## src/shared/slot_status_regs.vh

```
`ifndef SLOT_STATUS_REGS_VH
`define SLOT_STATUS_REGS_VH
// ==========================================================
// Slot status register map
`define SLOT_STATUS_OFFSET 8'hBA
`define SLOT_STATUS_RESET 16'h0000
`define SLOT_STATUS_WIDTH 16
`define BUTTON_PRESSED_BIT 0
`define POWER_FAULT_BIT 1
`define LATCH_SENSOR_CHANGED_BIT 2
`define PRESENCE_CHANGED_BIT 3
`define PRESENCE_STATE_BIT 6
`endif

```

## src/hw/pcie_slot_status_register.v

```verilog
`include "slot_status_regs.vh"
`default_nettype none
// Contract
// - Presence state is in-band OR out-of-band detect.
// - Presence state: zero empty, one present.
// - No slot implemented forces presence state one.
// - In-band detect counts only while adapter powered.
// - Presence change sets write-one-to-clear flag.
// - Latch sensor change sets flag when present.
// - Power fault sets flag when detection supported.
// - Power fault accepted anytime, any slot state.
// - Button press sets flag when button present.
// - Whole register resets to zero.
// - Enabled presence change notifies software.
module pcie_slot_status_register (
   input wire clk,
   input wire nrst,
   input wire slot_implemented,
   input wire inband_presence,
   input wire oob_presence_present,
   input wire oob_presence,
   input wire adapter_powered,
   input wire latch_sensor_present,
   input wire latch_sensor,
   input wire fault_detect_supported,
   input wire power_fault,
   input wire button_present,
   input wire button,
   input wire presence_change_notify_enable,
   input wire cfg_wr,
   input wire cfg_rd,
   input wire [7:0] cfg_addr,
   input wire [1:0] cfg_byte_en,
   input wire [15:0] cfg_wdata,
   output reg [15:0] cfg_rdata,
   output reg cfg_rd_ack,
   output reg presence_change_notify
);
   // ==========================================================
   // Reset release
   reg rst_sync1;
   reg rst_n;
   always @(posedge clk or negedge nrst) begin
      if (!nrst) begin
         rst_sync1 <= 1'b0;
         rst_n <= 1'b0;
      end else begin
         rst_sync1 <= 1'b1;
         rst_n <= rst_sync1;
      end
   end

   // ==========================================================
   // Slot state and event flags
   reg presence_state;
   reg presence_changed_flag;
   reg sampler_armed;
   reg latch_sensor_prev;
   reg button_prev;
   reg [15:0] next_rdata;
   wire next_presence_state;
   wire inband_seen;
   wire oob_seen;
   wire set_presence;
   wire reg_hit;
   wire hit_wr;
   wire hit_rd;
   wire clear_presence;
   wire latch_sensor_changed_flag;
   wire power_fault_flag;
   wire button_pressed_flag;
   wire [2:0] event_capable;
   wire [2:0] event_hit;
   wire [2:0] event_flags;
   wire [15:0] status_word;

   // ==========================================================
   // Presence detection

   // In-band detect is meaningless without adapter power, so it is gated here.
   assign inband_seen = inband_presence & adapter_powered;

   // The out-of-band path only counts where the form factor provides one.
   assign oob_seen = oob_presence_present & oob_presence;

   // A port without a slot must look occupied to software.
   assign next_presence_state = slot_implemented ?
      (inband_seen | oob_seen) :
      1'b1;

   assign set_presence = next_presence_state != presence_state;

   always @(posedge clk or negedge rst_n) begin
      if (!rst_n) begin
         presence_state <= 1'b0;
      end else begin
         presence_state <= next_presence_state;
      end
   end

   // A change arriving with the clear wins, so no event is lost.
   always @(posedge clk or negedge rst_n) begin
      if (!rst_n) begin
         presence_changed_flag <= 1'b0;
      end else if (set_presence) begin
         presence_changed_flag <= 1'b1;
      end else if (clear_presence) begin
         presence_changed_flag <= 1'b0;
      end
   end

   // One pulse per change, even when the flag is already set.
   always @(posedge clk or negedge rst_n) begin
      if (!rst_n) begin
         presence_change_notify <= 1'b0;
      end else begin
         presence_change_notify <= set_presence & presence_change_notify_enable;
      end
   end

   // ==========================================================
   // Sensor history

   // The first sample after reset only primes the edge detectors.
   // Comparing it with the reset value of a history flop would report a
   // false change whenever a sensor idles high.
   always @(posedge clk or negedge rst_n) begin
      if (!rst_n) begin
         sampler_armed <= 1'b0;
      end else begin
         sampler_armed <= 1'b1;
      end
   end

   always @(posedge clk or negedge rst_n) begin
      if (!rst_n) begin
         latch_sensor_prev <= 1'b0;
      end else begin
         latch_sensor_prev <= latch_sensor;
      end
   end

   always @(posedge clk or negedge rst_n) begin
      if (!rst_n) begin
         button_prev <= 1'b0;
      end else begin
         button_prev <= button;
      end
   end

   // ==========================================================
   // Sticky event flags

   // Capabilities are levels, so a source that is absent never sets its flag.
   assign event_capable = {latch_sensor_present, fault_detect_supported, button_present};

   assign event_hit[`BUTTON_PRESSED_BIT] =
      sampler_armed & button & ~button_prev;

   // A fault is taken on every cycle it is seen, whatever the slot state.
   assign event_hit[`POWER_FAULT_BIT] = power_fault;

   assign event_hit[`LATCH_SENSOR_CHANGED_BIT] =
      sampler_armed & (latch_sensor ^ latch_sensor_prev);

   genvar ev;
   generate
      for (ev = 0; ev < 3; ev = ev + 1) begin : g_event
         reg flag;

         // These flags are read-only, so only reset takes them down again.
         always @(posedge clk or negedge rst_n) begin
            if (!rst_n) begin
               flag <= 1'b0;
            end else if (event_capable[ev] && event_hit[ev]) begin
               flag <= 1'b1;
            end
         end

         assign event_flags[ev] = flag;
      end
   endgenerate

   assign button_pressed_flag = event_flags[`BUTTON_PRESSED_BIT];
   assign power_fault_flag = event_flags[`POWER_FAULT_BIT];
   assign latch_sensor_changed_flag = event_flags[`LATCH_SENSOR_CHANGED_BIT];

   // ==========================================================
   // Configuration access

   assign reg_hit = cfg_addr == `SLOT_STATUS_OFFSET;
   assign hit_wr = cfg_wr & reg_hit;
   assign hit_rd = cfg_rd & reg_hit;

   // The upper byte holds nothing writable, so byte lane one is ignored.
   assign clear_presence =
      hit_wr & cfg_byte_en[0] & cfg_wdata[`PRESENCE_CHANGED_BIT];

   assign status_word = {9'h000, presence_state, 2'h0, presence_changed_flag,
      latch_sensor_changed_flag, power_fault_flag, button_pressed_flag};

   // Idle and foreign reads return zero, so a stale word is never shown.
   always @* begin
      next_rdata = 16'h0000;
      if (hit_rd) begin
         next_rdata = status_word;
      end
   end

   always @(posedge clk or negedge rst_n) begin
      if (!rst_n) begin
         cfg_rdata <= `SLOT_STATUS_RESET;
      end else begin
         cfg_rdata <= next_rdata;
      end
   end

   always @(posedge clk or negedge rst_n) begin
      if (!rst_n) begin
         cfg_rd_ack <= 1'b0;
      end else begin
         cfg_rd_ack <= cfg_rd;
      end
   end

endmodule
`default_nettype wire

```

## config.mk

```make
export PLATFORM = sky130hd
export DESIGN_NAME = pcie_slot_status_register
export DESIGN_NICKNAME = d
export VERILOG_FILES = /design/src/hw/pcie_slot_status_register.v
export VERILOG_INCLUDE_DIRS = /design/src /design/src/shared
export SDC_FILE = /design/constraint.sdc
export NUM_CORES = 1
export LEC_CHECK = 0
export ABC_AREA = 1
export BUFFER_PORTS_ARGS = -buffer_cell sky130_fd_sc_hd__buf_4
export CAP_MARGIN = 0
export CORE_ASPECT_RATIO = 0.9
export CORE_MARGIN = 2
export CORE_UTILIZATION = 39
export CTS_CLUSTER_DIAMETER = 30
export DETAILED_ROUTE_END_ITERATION = 10
export PLACE_DENSITY = 0.91
export SYNTH_ARGS = -nofsm -noshare
export SYNTH_HDL_FRONTEND = slang
export SYNTH_SLANG_ARGS = --single-unit
```

## constraint.sdc

```tcl
create_clock -name clk -period 1.3 [get_ports clk]
set_clock_uncertainty 0.15 [all_clocks]
set_input_delay 0.065 -clock clk [delete_from_list [all_inputs] [get_ports clk]]
set_output_delay 0.065 -clock clk [all_outputs]
set_load 0.01 [all_outputs]
```

[Word-level counts from Yosys, hierarchy flattened]
Index checks and enable logic that the tools add are counted.
Operators by class
  muxes and demuxes: 4
  reduce and logical (&&, ||, !) cells: 4
  equality and inequality tests: 2
  bitwise operators: 13
Operator list (number)
  bitwise AND 1 bit: 10
  equality test 8 bit, second input constant: 1
  2-to-1 mux 7 bit: 1
  logical AND 1 bit: 3
  2-to-1 mux 1 bit: 3
  nonzero test 2 bit: 1
  != test 1 bit: 1
  inverter 1 bit: 1
  bitwise OR 1 bit: 1
  bitwise XOR 1 bit: 1
Word-level totals
  flip-flop bits (word level): 19
  output and inout port bits: 18
  input port bits: 42

[Depth between registers and ports, before layout]
  word-level depth: 6
  gate-level depth with buffers: 6

[Worst setup path before layout]
OpenSTA, ideal clock, no wires.
  path kind: register to register
  start: reg presence_state
  end: reg presence_changed_flag
  stages on the path, launching flop included: 5
  setup time: 0.117 ns
  arrival time: 0.622 ns
  path buffers: 0
  slack: 0.411 ns
  clock period less this slack: 0.889 ns
  cell sequence: dfrtp_1 > inv_1 > nand4_1 > nand2_1 > nand2_1
Between the ends
  word-level cells in the longest chain between the ends: 2
RTL lines
  from (decl): RTL line pcie_slot_status_register.v:55  | reg presence_state;
  from (signal assigned): RTL line pcie_slot_status_register.v:97  | presence_state <= next_presence_state;
  != test 1 bit (*): RTL line pcie_slot_status_register.v:91  | assign set_presence = next_presence_state != presence_state;
  2-to-1 mux 1 bit / nonzero test 2 bit (equally long branches)
  to (signal assigned): RTL line pcie_slot_status_register.v:104  | presence_changed_flag <= 1'b0;
  to (signal assigned): RTL line pcie_slot_status_register.v:106  | presence_changed_flag <= 1'b1;
  to (signal assigned): RTL line pcie_slot_status_register.v:108  | presence_changed_flag <= 1'b0;
  to (decl): RTL line pcie_slot_status_register.v:56  | reg presence_changed_flag;
Every way passes the cells marked *; elsewhere a longest branch is shown, timed or not.
A chain may end at the register's enable or synchronous reset.

[Worst setup path in the final report]
  start: in cfg_addr[2]
  end: reg cfg_rdata[3]
Between the ends
  word-level cells in the longest chain between the ends: 3
RTL lines
  from (decl): RTL line pcie_slot_status_register.v:32  | input wire [7:0] cfg_addr,
  equality test 8 bit (no line)
  bitwise AND 1 bit: RTL line pcie_slot_status_register.v:193  | assign hit_rd = cfg_rd & reg_hit;
  2-to-1 mux 7 bit: RTL line pcie_slot_status_register.v:205  | if (hit_rd) begin
  named net next_rdata[3]: RTL line pcie_slot_status_register.v:60  | reg [15:0] next_rdata;
  to (signal assigned): RTL line pcie_slot_status_register.v:212  | cfg_rdata <= `SLOT_STATUS_RESET;
  to (signal assigned): RTL line pcie_slot_status_register.v:214  | cfg_rdata <= next_rdata;
  to (decl): RTL line pcie_slot_status_register.v:35  | output reg [15:0] cfg_rdata,
The timed path passes the listed nets, and every way through them passes these cells.

==> results.md <==
- Antenna Nets Post-Route: 0
- Worst path slowest cell: dlygate4sd3_1
- Final wirelength: 1.72 mm
- Synthesized area: 694 µm²
- Final hold vios: 0
- Largest net degree at the start of global routing: 16
- Clock Path Buffers: 2
- Clk Latency, worst-skew pair: 0.29 ns
- Initial DRT Pass Iterations: 4
- Worst setup SP type: input pin
- Dpl cells: 128
- Top post-synthesis cells by count: dfrtp_1 (17), nand2_1 (14), buf_4 (11)
- Vias in the first global route: 685
- Starting Density: 0.413
- Status: finished clean
- Post-DR wirelength/cell: 11.6 µm
- Post-synth top area share: 0.613
- TritonCTS clock tree: built
- CTS Root Cell: clkbuf_4
- EDFF count, synth: 0
- CP max FO: 5
- Sequential element share of the synthesized area: 0.613
- Crit Path Class: in -> reg
- Final core utilization: 0.667
- Yosys reg bits: 17
- Max Fclk: 0.851 GHz
- Vias: 646
- Core footprint: 0.00168 mm²
- First-pass GRT wire length: 2.79 mm
- Die Area: 0.00213 mm²
- Synth area leaders: dfrtp_1 (61%), buf_4 (12%), nand2_1 (7.6%)
- Gpl congestion: 0.715
- Yosys Warn Count: 0
- Port Buffers: 32
- Vias/cell: 4.34
- Layout area overhead: 61.4%
- Slew Limit Fails: 0
- Setup violators final: 0
- I/O pin cnt: 60
- Static Leakage: 0.633 nW
- # DRC: 0
- Num CTS Buffers: 3
- Final cycle utilization of the critical path: 0.904
- Row cnt: 14
- Final Power: 0.986 mW
- Non-filler instance count after layout: 149
- Clock Sink Count: 17
- Clock slew at reported path FFs: 0.10 ns
- Crit path time final: 1.18 ns
- Nets@finish: 168
- RSZ-0062 raised after global routing: no
- Htree depth: 1
- Max cap viols: 0
- Crit path largest cell delay: 0.54 ns
- Die Y: 44.0 µm
- Fraction of layout cells with a size suffix above 1: 0.312
- Post-synth top area cell: dfrtp_1
- Maximum vdd drop: 0.644 mV
- Post-synth top flop: dfrtp_1
- HPWL after detailed placement: 1.01 mm
- Req. time, crit path: 1.37 ns
- Hold Crit Class: in -> reg
- Initial antenna violation count: 0
- Drt first-iter violations: 14
- Fin Setup TNS: 0 ns
- Worst Tran Pin Value: 0.576 ns
- ANT cells: 0
- CP cell instances: dlygate4sd3_1 -> buf_4 -> inv_1 -> nand2_1 -> nor2_2 -> nand3_2 -> nor2_1
- Power density cells: 880 mW/mm²
- Async SR Flop Fraction: 1.00
- Worst slew margin: 0.616
- GRT Overall Usage: 0.180
- Most numerous cell in the Yosys netlist: dfrtp_1
- Count of cell types in the netlist: 11
- Cells after Synth: 72
- Residual overflow from global routing: 0
- Crit path capture type: flip-flop
- Syn_area_per_cell: 9.64 µm²
- Worst EP arrival: 1.25 ns
- Die width: 48.5 µm
-- final timing paths --
| check | cells after the start | slack (ns) | from | to |
|---|---|---|---|---|
| setup / recovery | 7 | 0.12 | cfg_addr[2] | cfg_rdata[3] |
| hold / removal | 6 | 0.02 | cfg_wdata[3] | presence_changed_flag |
| setup reg to reg | 4 | 0.33 | presence_state | presence_changed_flag |
| hold reg to reg | 0 | 0.09 | rst_n | cfg_rdata[3] |
| max in group asynchronous | 3 | 0.40 | nrst | rst_sync1 |
| min in group asynchronous | 0 | 0.09 | rst_n | cfg_rdata[3] |
-- flip-flops by register name, summed over array words and instances (netlist names) --
signal                  count
cfg_rd_ack                  1
button_prev                 1
g_event.flag                2
presence_change_notify      1
cfg_rdata                   5
presence_state              1
rst_n                       1
button_pressed_flag         1
sampler_armed               1
presence_changed_flag       1
rst_sync1                   1
latch_sensor_prev           1
-- cell families after synthesis --
logic type / after synthesis / share of synthesized area
other: 2 / 0.0108
buffers and inverters: 21 / 0.173
AND/OR/NAND/NOR: 30 / 0.189
AO/OA/AOI/OAI: 2 / 0.0144
flip-flops: 17 / 0.613
-- cell type report --
class | instances | area [µm²]
clock buffers | 3 | 22.5
clock inverters | 1 | 5.00
fillers | 116 | 561
inverters | 10 | 37.5
multi-input cells | 45 | 190
flip-flops and latches | 17 | 425
well taps | 24 | 30.0
repair buffers | 49 | 410
-- timing repair --
| item | CTS | global route |
|---|---|---|
| buffers inserted | 0 | 0 |
| hold buffers | 17 | 0 |
| hold endpoints to repair | 16 | 0 |
| resized for setup | 0 | 0 |
-- power by group --
part	leakage, nW	switching [mW]	internal [mW]
Sequential	0.198	0.0139	0.542
Clock	0.0177	0.161	0.114
Combinational	0.417	0.0594	0.0947
Total	0.633	0.235	0.752
-- per-stage QoR --
stage | hold slack [ns] | instance area, µm² | setup WS, ns
after floorplan | -0.381 | 736 | 0.411
after global placement | -0.303 | 923 | 0.365
after detailed placement | -0.301 | 923 | 0.360
after CTS | 0.000804 | 1120 | 0.168
after global routing | 0.0357 | 1120 | 0.0508
final | 0.0152 | 1120 | 0.124
-- metal layers --
layer / wire length, µm / vias up / GRT usage
met1: 601 / 306 / 0.167
li1: - / 295 / -
met2: 937 / 39 / 0.350
met3: 135 / 6 / 0.0676
met4: 50 / 0 / 0.0971
met5: 0 / - / 0
-- cell usage in the layout (no fill, tap or decap) --
| master | n |
|---|---|
| buf_4 | 32 |
| clkbuf_4 | 3 |
| clkinv_2 | 1 |
| conb_1 | 13 |
| dfrtp_1 | 17 |
| dlygate4sd3_1 | 17 |
| inv_1 | 10 |
| nand2_1 | 14 |
| nand3_1 | 4 |
| nand3_2 | 1 |
| nand4_1 | 1 |
| nor2_1 | 8 |
| nor2_2 | 2 |
| o21ai_0 | 2 |
-- worst max-delay path, delay by kind of cell --
family                 cells  cell delay [ns]
buffers and inverters      3             0.72
and+or+nand+nor            4             0.47
Note: power is estimated with default switching activity, not from simulation.
